`config.mk`:
```
export PLATFORM = sky130hd
export DESIGN_NAME = spi_master_slave_port
export DESIGN_NICKNAME = d
export VERILOG_FILES = /design/src/spi_port_pkg.sv /design/src/spi_master_slave_port.sv
export VERILOG_INCLUDE_DIRS = /design/src /design/src/src
export SDC_FILE = /design/constraint.sdc
export NUM_CORES = 1
export LEC_CHECK = 0
export BUFFER_PORTS_ARGS = -buffer_cell sky130_fd_sc_hd__buf_2
export CORE_MARGIN = 5
export CORE_UTILIZATION = 50
export CTS_CLUSTER_DIAMETER = 120
export DETAILED_ROUTE_END_ITERATION = 10
export PLACE_DENSITY = 0.75
export SKIP_LAST_GASP = 1
export SYNTH_ARGS = -nofsm -noshare
export SYNTH_HDL_FRONTEND = slang
export SYNTH_SLANG_ARGS = --single-unit
```
`constraint.sdc`:
```
create_clock -name CLOCK -period 9.7 [get_ports CLOCK]
set_clock_uncertainty 0.15 [all_clocks]
set_input_delay 0.97 -clock CLOCK [delete_from_list [all_inputs] [get_ports CLOCK]]
set_output_delay 0.97 -clock CLOCK [all_outputs]
set_load 0.01 [all_outputs]
```
`src/spi_port_consts.svh`:
```
// Purpose: named constants for the serial peripheral port
// Assumes: APB byte addresses, one register per aligned word
// Notes: bit positions follow the control and status layouts
`ifndef SPI_PORT_CONSTS_SVH
`define SPI_PORT_CONSTS_SVH
`define ADDR_CONTROL 12'h000
`define ADDR_STATUS 12'h004
`define ADDR_DATA 12'h008
`define CTRL_RESET 8'h14
`define CTRL_RATE_HI 7
`define CTRL_ENABLE 6
`define CTRL_SEL_DIS 5
`define CTRL_MASTER 4
`define CTRL_IDLE_LVL 3
`define CTRL_PHASE 2
`define CTRL_RATE_MID 1
`define CTRL_RATE_LO 0
`define STAT_DONE 7
`define STAT_WRITE_COLLISION_FLAG 6
`define STAT_MODE_FAULT_FLAG 4
`define RATE_EXT 3'h7
`define BIT_COUNT 4'h8
`endif

```
`src/spi_port_pkg.sv`:
```
// Purpose: types shared by the serial peripheral port
// Assumes: nothing
// Notes: states of the master engine
package spi_port_pkg;
   typedef enum logic [1:0] {M_IDLE, M_LEAD, M_TRAIL} master_state_t;
   typedef logic [7:0] byte_t;
endpackage : spi_port_pkg

```
`src/spi_master_slave_port.sv`:
```
// Purpose: serial peripheral port, master or slave, with APB registers
// Assumes: pin inputs asynchronous to CLOCK, peripheral clock is CLOCK
// Notes: two-way pins use active-low output enables
//
// The APB register port and the register offsets were left to the implementer.
`timescale 1ns/10ps
`default_nettype none
`include "spi_port_consts.svh"

module spi_master_slave_port
(
   // clock and reset
   input wire logic CLOCK,
   input wire logic RST_N,
   // apb slave
   input wire logic PSEL,
   input wire logic PENABLE,
   input wire logic PWRITE,
   input wire logic [11:0] PADDR,
   input wire logic [31:0] PWDATA,
   output logic [31:0] PRDATA,
   output logic PREADY,
   output logic PSLVERR,
   // external baud tick, one clock wide, from another block on CLOCK
   input wire logic BAUD_TICK,
   // serial clock pin
   input wire logic SCK_IN,
   output logic SCK_OUT,
   output logic SCK_OE_N,
   // master out pin
   input wire logic MOSI_IN,
   output logic MOSI_OUT,
   output logic MOSI_OE_N,
   // master in pin
   input wire logic MISO_IN,
   output logic MISO_OUT,
   output logic MISO_OE_N,
   // slave select, active low, input only
   input wire logic SS_N,
   // interrupt requests
   output logic TX_IRQ,
   output logic ERR_IRQ
);
   import spi_port_pkg::*;

   logic [7:0] control;
   spi_port_pkg::byte_t shifter;
   spi_port_pkg::byte_t rx_buf;
   logic done_flag, write_collision_flag_flag, mode_fault_flag_flag;
   logic done_armed, write_collision_flag_armed, mode_fault_flag_armed;
   logic [2:0] sync_ss, sync_sck;
   logic [1:0] sync_miso, sync_mosi;
   master_state_t mstate;
   logic [6:0] div_cnt;
   logic [3:0] bit_cnt;
   logic sample_bit;
   logic busy_slave;

   // pin synchronisers; stage 0 is read only by stage 1
   always_ff @(posedge CLOCK or negedge RST_N)
   begin
      if (!RST_N)
      begin
         sync_ss <= 3'h7;
         sync_sck <= 3'h0;
         sync_miso <= 2'h0;
         sync_mosi <= 2'h0;
      end
      else
      begin
         sync_ss <= {sync_ss[1:0], SS_N};
         sync_sck <= {sync_sck[1:0], SCK_IN};
         sync_miso <= {sync_miso[0], MISO_IN};
         sync_mosi <= {sync_mosi[0], MOSI_IN};
      end
   end

   wire ss_low = !sync_ss[1];
   // select rise closes a phase-zero frame; a low level alone opens one
   wire ss_rise = !sync_ss[2] && sync_ss[1];
   wire sck_s = sync_sck[1];
   wire sck_edge = sync_sck[2] != sync_sck[1];

   wire enable = control[`CTRL_ENABLE];
   wire is_master = control[`CTRL_MASTER];
   wire idle_lvl = control[`CTRL_IDLE_LVL];
   wire phase = control[`CTRL_PHASE];
   wire sel_dis = control[`CTRL_SEL_DIS];
   wire [2:0] rate = {control[`CTRL_RATE_HI], control[`CTRL_RATE_MID], control[`CTRL_RATE_LO]};

   // apb decode; zero wait states
   wire apb_acc = PSEL && PENABLE;
   wire wr = apb_acc && PWRITE;
   wire rd = apb_acc && !PWRITE;
   wire hit_ctrl = PADDR == `ADDR_CONTROL;
   wire hit_stat = PADDR == `ADDR_STATUS;
   wire hit_data = PADDR == `ADDR_DATA;
   wire mapped = hit_ctrl || hit_stat || hit_data;
   wire wr_ctrl = wr && hit_ctrl;
   wire wr_data = wr && hit_data;
   wire rd_stat = rd && hit_stat;
   wire rd_data = rd && hit_data;
   wire acc_data = apb_acc && hit_data;

   wire [7:0] status_val = {done_flag, write_collision_flag_flag, 1'b0, mode_fault_flag_flag, 4'h0};
   wire [7:0] rd_mux = hit_ctrl ? control : hit_stat ? status_val : hit_data ? rx_buf : 8'h00;

   // rate divider: half-period tick every 2^rate clocks, or per external tick
   wire [6:0] half_lim = 7'((8'h01 << rate) - 8'h01);
   wire tick = (rate == `RATE_EXT) ? BAUD_TICK : (div_cnt >= half_lim);

   wire m_busy = mstate != M_IDLE;
   // mode fault: master, select not disabled, select goes low
   wire mode_fault_flag_set = enable && is_master && !sel_dis && ss_low;

   // slave framing: phase clear ignores select disable
   wire slave_sel = (sel_dis && phase) ? 1'b1 : ss_low;
   wire slave_on = enable && !is_master && slave_sel;
   wire lead_edge = sck_edge && (sck_s != idle_lvl);
   wire trail_edge = sck_edge && (sck_s == idle_lvl);
   wire s_sample = phase ? trail_edge : lead_edge;
   wire s_shift = phase ? lead_edge : trail_edge;

   wire busy = m_busy || busy_slave;
   wire byte_end_m;
   wire byte_end_s = slave_on && s_sample && bit_cnt == `BIT_COUNT - 4'h1;
   assign byte_end_m = m_busy && tick && mstate == M_TRAIL && bit_cnt == `BIT_COUNT - 4'h1;
   wire byte_end = byte_end_m || byte_end_s;
   wire [7:0] rx_byte = {shifter[6:0], is_master ? sync_miso[1] : sync_mosi[1]};

   always_ff @(posedge CLOCK or negedge RST_N)
   begin
      if (!RST_N)
      begin
         control <= `CTRL_RESET;
         PRDATA <= 32'h0000_0000;
         PREADY <= 1'b0;
         PSLVERR <= 1'b0;
      end
      else
      begin
         if (mode_fault_flag_set)
         begin
            control[`CTRL_ENABLE] <= 1'b0;
            control[`CTRL_MASTER] <= 1'b0;
         end
         else if (wr_ctrl)
            control <= PWDATA[7:0];
         PREADY <= PSEL && !PENABLE;
         PSLVERR <= PSEL && !PENABLE && !mapped;
         PRDATA <= (PSEL && !PENABLE && !PWRITE) ? {24'h00_0000, rd_mux} : 32'h0000_0000;
      end
   end

   // sticky flags: the set wins over the clearing sequence
   always_ff @(posedge CLOCK or negedge RST_N)
   begin
      if (!RST_N)
      begin
         done_flag <= 1'b0;
         write_collision_flag_flag <= 1'b0;
         mode_fault_flag_flag <= 1'b0;
         done_armed <= 1'b0;
         write_collision_flag_armed <= 1'b0;
         mode_fault_flag_armed <= 1'b0;
      end
      else
      begin
         if (rd_stat)
            done_armed <= done_flag;
         if (rd_stat)
            mode_fault_flag_armed <= mode_fault_flag_flag;
         if (apb_acc && hit_stat)
            write_collision_flag_armed <= write_collision_flag_flag;
         if (byte_end)
            done_flag <= 1'b1;
         else if (rd_data && done_armed)
         begin
            done_flag <= 1'b0;
            done_armed <= 1'b0;
         end
         if (wr_data && busy)
            write_collision_flag_flag <= 1'b1;
         else if (acc_data && write_collision_flag_armed)
         begin
            write_collision_flag_flag <= 1'b0;
            write_collision_flag_armed <= 1'b0;
         end
         if (mode_fault_flag_set)
            mode_fault_flag_flag <= 1'b1;
         else if (wr_ctrl && mode_fault_flag_armed)
         begin
            mode_fault_flag_flag <= 1'b0;
            mode_fault_flag_armed <= 1'b0;
         end
      end
   end

   // receive buffer holds the first byte after the done flag was cleared
   always_ff @(posedge CLOCK or negedge RST_N)
   begin
      if (!RST_N)
         rx_buf <= 8'h00;
      else if (byte_end && !done_flag)
         rx_buf <= rx_byte;
   end

   // rate divider
   always_ff @(posedge CLOCK or negedge RST_N)
   begin
      if (!RST_N)
         div_cnt <= 7'h00;
      else if (!m_busy || tick)
         div_cnt <= 7'h00;
      else
         div_cnt <= div_cnt + 7'h01;
   end

   // shift engine, both roles; a collided write leaves the shifter alone except in the disable, fault and deselect branches, which load it
   always_ff @(posedge CLOCK or negedge RST_N)
   begin
      if (!RST_N)
      begin
         mstate <= M_IDLE;
         shifter <= 8'h00;
         bit_cnt <= 4'h0;
         sample_bit <= 1'b0;
         busy_slave <= 1'b0;
         SCK_OUT <= 1'b0;
         MOSI_OUT <= 1'b0;
         MISO_OUT <= 1'b0;
      end
      else if (!enable || mode_fault_flag_set)
      begin
         mstate <= M_IDLE;
         bit_cnt <= 4'h0;
         busy_slave <= 1'b0;
         SCK_OUT <= idle_lvl;
         if (wr_data)
            shifter <= PWDATA[7:0];
      end
      else if (is_master)
      begin
         busy_slave <= 1'b0;
         case (mstate)
            M_IDLE:
            begin
               SCK_OUT <= idle_lvl;
               if (wr_data)
               begin
                  shifter <= PWDATA[7:0];
                  MOSI_OUT <= PWDATA[7];
                  bit_cnt <= 4'h0;
                  mstate <= M_LEAD;
               end
            end
            M_LEAD:
               if (tick)
               begin
                  SCK_OUT <= !idle_lvl;
                  if (phase)
                     MOSI_OUT <= shifter[7];
                  else
                     sample_bit <= sync_miso[1];
                  mstate <= M_TRAIL;
               end
            M_TRAIL:
               if (tick)
               begin
                  SCK_OUT <= idle_lvl;
                  shifter <= {shifter[6:0], phase ? sync_miso[1] : sample_bit};
                  bit_cnt <= bit_cnt + 4'h1;
                  if (!phase)
                     MOSI_OUT <= shifter[6];
                  mstate <= (bit_cnt == `BIT_COUNT - 4'h1) ? M_IDLE : M_LEAD;
               end
            default:
               mstate <= M_IDLE;
         endcase
      end
      else
      begin
         mstate <= M_IDLE;
         SCK_OUT <= idle_lvl;
         if (!slave_sel || (!phase && ss_rise))
         begin
            bit_cnt <= 4'h0;
            busy_slave <= 1'b0;
            if (wr_data)
               shifter <= PWDATA[7:0];
            MISO_OUT <= wr_data ? PWDATA[7] : shifter[7];
         end
         else if (s_sample)
         begin
            sample_bit <= sync_mosi[1];
            busy_slave <= bit_cnt != `BIT_COUNT - 4'h1;
            if (phase)
               shifter <= rx_byte;
            if (bit_cnt == `BIT_COUNT - 4'h1)
               bit_cnt <= 4'h0;
            else
               bit_cnt <= bit_cnt + 4'h1;
         end
         else if (s_shift)
         begin
            busy_slave <= 1'b1;
            if (phase)
               MISO_OUT <= shifter[7];
            else
            begin
               shifter <= {shifter[6:0], sample_bit};
               MISO_OUT <= shifter[6];
            end
         end
         else if (!busy_slave && wr_data)
         begin
            shifter <= PWDATA[7:0];
            MISO_OUT <= PWDATA[7];
         end
      end
   end

   // pin enables and interrupt requests, registered
   always_ff @(posedge CLOCK or negedge RST_N)
   begin
      if (!RST_N)
      begin
         SCK_OE_N <= 1'b1;
         MOSI_OE_N <= 1'b1;
         MISO_OE_N <= 1'b1;
         TX_IRQ <= 1'b0;
         ERR_IRQ <= 1'b0;
      end
      else
      begin
         SCK_OE_N <= !(enable && is_master && !mode_fault_flag_set);
         MOSI_OE_N <= !(enable && is_master && !mode_fault_flag_set);
         // selected slave, or any enabled slave with select disabled and phase set; otherwise the line is left free
         MISO_OE_N <= !(slave_on && !mode_fault_flag_set);
         TX_IRQ <= done_flag || byte_end;
         ERR_IRQ <= (mode_fault_flag_flag || mode_fault_flag_set) && !sel_dis;
      end
   end
endmodule : spi_master_slave_port
`default_nettype wire

```
After elaboration in Yosys (flattened, before gate mapping)
Index checks and enable logic that the tools add are counted.
W data, S select, Z words.
Cells by class
  equality and inequality tests: 27
  multiply operators: 0
  $add $sub $neg: 3
  bitwise logic cells: 3
  divide/modulo/power cells: 0
  mux-type cells: 83
  magnitude comparators: 1
  shift-type cells: 1
  reductions and logical operators: 83
Operators with widths (number)
  $mux W8: 14
  $mux W1: 50
  $logic_and A1 B1 Y1: 36
  $mux W4: 7
  $logic_not A1 Y1: 17
  $pmux W8 S2: 1
  $mux W7: 2
  $ne A2 B2 Y1 const B: 7
  $eq A12 B3 Y1 const B: 1
  $eq A12 B4 Y1 const B: 1
  $logic_not A12 Y1: 1
  $reduce_bool A2 Y1: 6
  $mux W2: 5
  $logic_or A1 B1 Y1: 9
  $ne A4 B3 Y1 const B: 2
  $ne A4 B4 Y1 const B: 2
  $pmux W4 S2: 1
  $reduce_and A4 Y1: 2
  $reduce_and A8 Y1: 1
  $add A7 B1 Y7 const B: 1
  $ge A7 B7 Y1: 1
  $shl A1 B3 Y7 const A: 1
  $sub A7 B1 Y7 const B: 1
  $ne A2 B1 Y1 const B: 3
  other kinds (23): 29
Word-level totals
  logic and storage cells: 230
  memories kept: 0
  output and inout port bits: 42
  bits of input ports: 54
  bits in read-only memories: 0
  latch bits: 0
  memory bits (writable): 0
  bits in registers: 72

Logic depth before layout (Yosys ltp)
  depth after elaboration: 10
  depth in mapped cells: 15

Least setup slack after synthesis
Ideal clock, no wire load.
  path kind: flip-flop to flip-flop
  from: register control[0]
  to: register rx_buf[0]
  data arrival time: 3240 ps
  setup time: 125 ps
  required time: 9425 ps
  stages on the path, launching flop included: 14
  setup slack: 6186 ps
  clock period less this slack: 3514 ps
  cell sequence: dfrtp_1 -> clkbuf_1 -> or3_1 -> ha_1 -> nor3_1 -> a21o_1 -> a21oi_1 -> ha_1 -> a21o_1 -> a211oi_1 -> o21a_1 -> nor4_1 -> o21ai_1 -> mux2_2
On the way
  longest elaborated chain between the ends: 9
  elaborated cells between the ends (all ways): 10
  those cells by class: add/sub: 1; order compare: 1; eq/ne: 1; shift: 1; mux: 1; reduce/logical: 5
Ends and longest elaborated chain
  start: declaration: RTL line spi_master_slave_port.sv:46  | logic [7:0] control;
  start signal: assignment: RTL line spi_master_slave_port.sv:135  | control <= `CTRL_RESET;
  start signal: assignment: RTL line spi_master_slave_port.sv:148  | control <= PWDATA[7:0];
  $shl A1 B3 Y7: RTL line spi_master_slave_port.sv:109  | wire [6:0] half_lim = 7'((8'h01 << rate) - 8'h01);
  $sub A7 B1 Y7: RTL line spi_master_slave_port.sv:109
  $ge A7 B7 Y1: RTL line spi_master_slave_port.sv:110  | wire tick = (rate == `RATE_EXT) ? BAUD_TICK : (div_cnt >= half_lim);
  $mux W1 *: RTL line spi_master_slave_port.sv:110
  $logic_and A1 B1 Y1 * (3 in a row): RTL line spi_master_slave_port.sv:127  | assign byte_end_m = m_busy && tick && mstate == M_TRAIL && bit_cnt == `BIT_COUNT - 4'h1;
  $logic_or A1 B1 Y1 *: RTL line spi_master_slave_port.sv:128  | wire byte_end = byte_end_m || byte_end_s;
  $logic_and A1 B1 Y1 *: RTL line spi_master_slave_port.sv:204  | else if (byte_end && !done_flag)
  end signal: assignment: RTL line spi_master_slave_port.sv:205  | rx_buf <= rx_byte;
  end: declaration: RTL line spi_master_slave_port.sv:48  | spi_port_pkg::byte_t rx_buf;
Mark *: on every way between the ends. The rest lies on a longest branch, timed or not.
A chain may end at the register's enable or synchronous reset.

Final worst setup path
  from: register control[0]
  to: register rx_buf[1]
Same word-level chain as after synthesis.

==> metrics.cfg <==
[global_route]
grt_pass1_vias=2987
grt_pass1_wl_um=14200
grt_overflow=0
antenna_found_initial=0
grt_start_max_net_pins=72
grt_use_total_pct=18.0

[detailed_routing]
wirelength_um=8650
ant_nets=0
dr.pass1.iters=5
vias_per_cell=5.58
drt-wirelength-per-cell_um=15.6
vias=3086
dr.first_iter.drc_count=188
route.detailed.drc=0

[placement]
routabilityCongestion=0.899
dp.cells=537
io_buffers=47
hpwlAfterDp_um=6470
place_ws_ns=5.76

[yosys]
async_flop_share_pct=100
syn_inst=401
ys_ff_latch=71
ys.flop_type=dfrtp_1
synth_edf_count=0
synth.avg_cell_area_um2=9.86
synth_cell_types=59
ys.warnings.count=0
yosysSeqAreaShare_pct=45.1
synth_area_mm2=0.00396

[critical_path]
cp.arrival_ns=4.07
cp_max_fo=9
cp_data_required_time_ns=9.78
criticalPathCategory=reg2reg
critical_path_buf_inv_count=0
worstPathCellList=or3_1 -> ha_1 -> nor3_1 -> a21o_1 -> a21oi_1 -> ha_1 -> a21o_1 -> a211oi_1 -> o21a_1 -> nor4_1 -> o21ai_1 -> mux2_2
crit_path_end_kind=flip-flop
cp_slowest_cell=o21ai_1
critical_path.top_delay_family=compound AO/OA/AOI/OAI gates
max_stage_delay_ns=0.62
cp-start-kind=flip-flop

[timing]
finalSetupViolCount=0
fin_ws_ns=5.71
grt_setup_unrepaired=false
period_needed_ns=3.99
hold_viol=0
period_share_pct=41.1
slew_headroom_pct=35.0
slew_viol_final=0
max_freq_ghz=0.251
tns_ns=0
tightest_slew_ns=0.967

[cells_and_area]
n_fill_cell=639
final_nets=515
final_cells=553
num_antenna_cells=0
final_common_cell=dfrtp_1
syn_to_final_growth_pct=11.0
final-seq-area_mm2=0.00178
drive_gt1_share_pct=21.5
final_cell_mix=65 x dfrtp_1, 47 x nor2_1, 47 x buf_2, 29 x nand2_1, 24 x conb_1
multi_input_area_mm2=0.00196

[clocking]
cts_hold_buf=0
cts.clk_slew.worst_paths_ns=0.08
cts.sinks=71
clk_latency_ns=0.34
ctsHtreeMaxLevel=3
root_buffer=clkbuf_8
cts_tree=yes
max-clock-path-buffers=2
cts_resized=0
postCtsSetupBuffers=0
cts_buffers=9

[status]
status=complete, no violations

[power_and_ir_drop]
power.density_mw_per_mm2=131
p_leak_nw=2.10
vdd_drop_max_v=0.0000591

[hold_path]
min_path_type=reg2reg

[flow_run]
drv_cap=0

[floorplanning]
start_util_pct=51.2
die_h_um=98.9
coreArea_mm2=0.00773
die_area_mm2=0.00979
die_w_um=98.9
rows=32
io_pins=96

==> sequential cells by signal, summed over array words and instances (netlist names), 2 cells and up <==
register / cells
PRDATA: 8
control: 8
rx_buf: 8
shifter: 8
div_cnt: 7
bit_cnt: 4
sync_sck: 3
mstate: 2
sync_miso: 2
sync_mosi: 2
sync_ss: 2
==> layer usage <==
layer | vias to the layer above | routed length, um | track usage [%]
li1 | 1477 | - | -
met1 | 1448 | 3660 | 22.3
met2 | 141 | 4280 | 30.2
met3 | 20 | 569 | 5.17
met4 | 0 | 137 | 5.67
met5 | - | 0 | 0
==> path summary, 6_finish.rpt <==
path / from / endpoint / slack (ns) / depth (start not counted)
setup / recovery: control[0] / rx_buf[1] / 5.71 / 12
hold / removal: sync_mosi[0] / sync_mosi[1] / 0.20 / 0
setup reg to reg: control[0] / rx_buf[1] / 5.71 / 12
hold reg to reg: sync_mosi[0] / sync_mosi[1] / 0.20 / 0
max in group asynchronous: RST_N / rx_buf[3] / 8.17 / 2
min in group asynchronous: RST_N / SCK_OUT / 0.67 / 2
==> cells by family after synthesis <==
logic type                 Yosys count  synth area share, %
and+or+nand+nor                    132                 16.3
other                                1               0.0948
muxes                               26                 7.12
AOI/OAI and AO/OA                   94                 17.5
adders and majority gates           15                 4.75
DFF                                 71                 45.1
buffers and inverters               55                 7.59
xor gates and xnor gates             7                 1.55
==> worst register-to-register path: cells and delay by family, from the launching register on <==
| family | cells | cell delay [ns] |
|---|---|---|
| AOI/OAI and AO/OA | 6 | 1.61 |
| and+or+nand+nor | 3 | 0.76 |
| DFF | 1 | 0.47 |
| adders and majority gates | 2 | 0.46 |
| muxes | 1 | 0.42 |
==> synthesized netlist by cell type (9+ instances only) <==
cell | n | area, um2
a21oi_1 | 9 | 45.0
a22o_1 | 16 | 140
buf_4 | 25 | 188
clkbuf_1 | 13 | 48.8
dfrtp_1 | 65 | 1630
ha_1 | 15 | 188
inv_1 | 17 | 63.8
mux2_2 | 16 | 180
mux2i_1 | 9 | 90.1
nand2_1 | 29 | 109
nor2_1 | 47 | 176
nor2b_1 | 9 | 56.3
o21ai_0 | 16 | 80.1
==> cell type report <==
class / instances / area share, %
Clock buffer: 10 / 3.13
Tap cell: 102 / 2.91
Clock inverter: 6 / 1.60
Timing Repair Buffer: 49 / 5.70
Inverter: 17 / 1.45
Sequential cell: 71 / 40.6
Multi-Input combinational cell: 298 / 44.6
==> through the flow <==
step	hold slack [ns]	total power [W]	instance area, um2	utilization (%)
6_report	0.203	0.000576	4390	56.8
5_1_grt	0.211	0.000601	4390	56.8
3_3_place_gp	0.182	0.000340	4180	54.1
2_1_floorplan	0.181	0.000331	4040	-
4_1_cts	0.206	0.000584	4390	56.8
3_5_place_dp	0.188	0.000341	4180	54.1
==> power by group <==
group	total [W]	internal, W	switching, W	leakage [nW]
registers	0.000304	0.000300	0.00000375	0.924
logic	0.0000317	0.0000110	0.0000207	1.08
clock network	0.000240	0.000126	0.000114	0.0947
total	0.000576	0.000438	0.000138	2.10
Note: power is estimated with default switching activity, not from simulation.
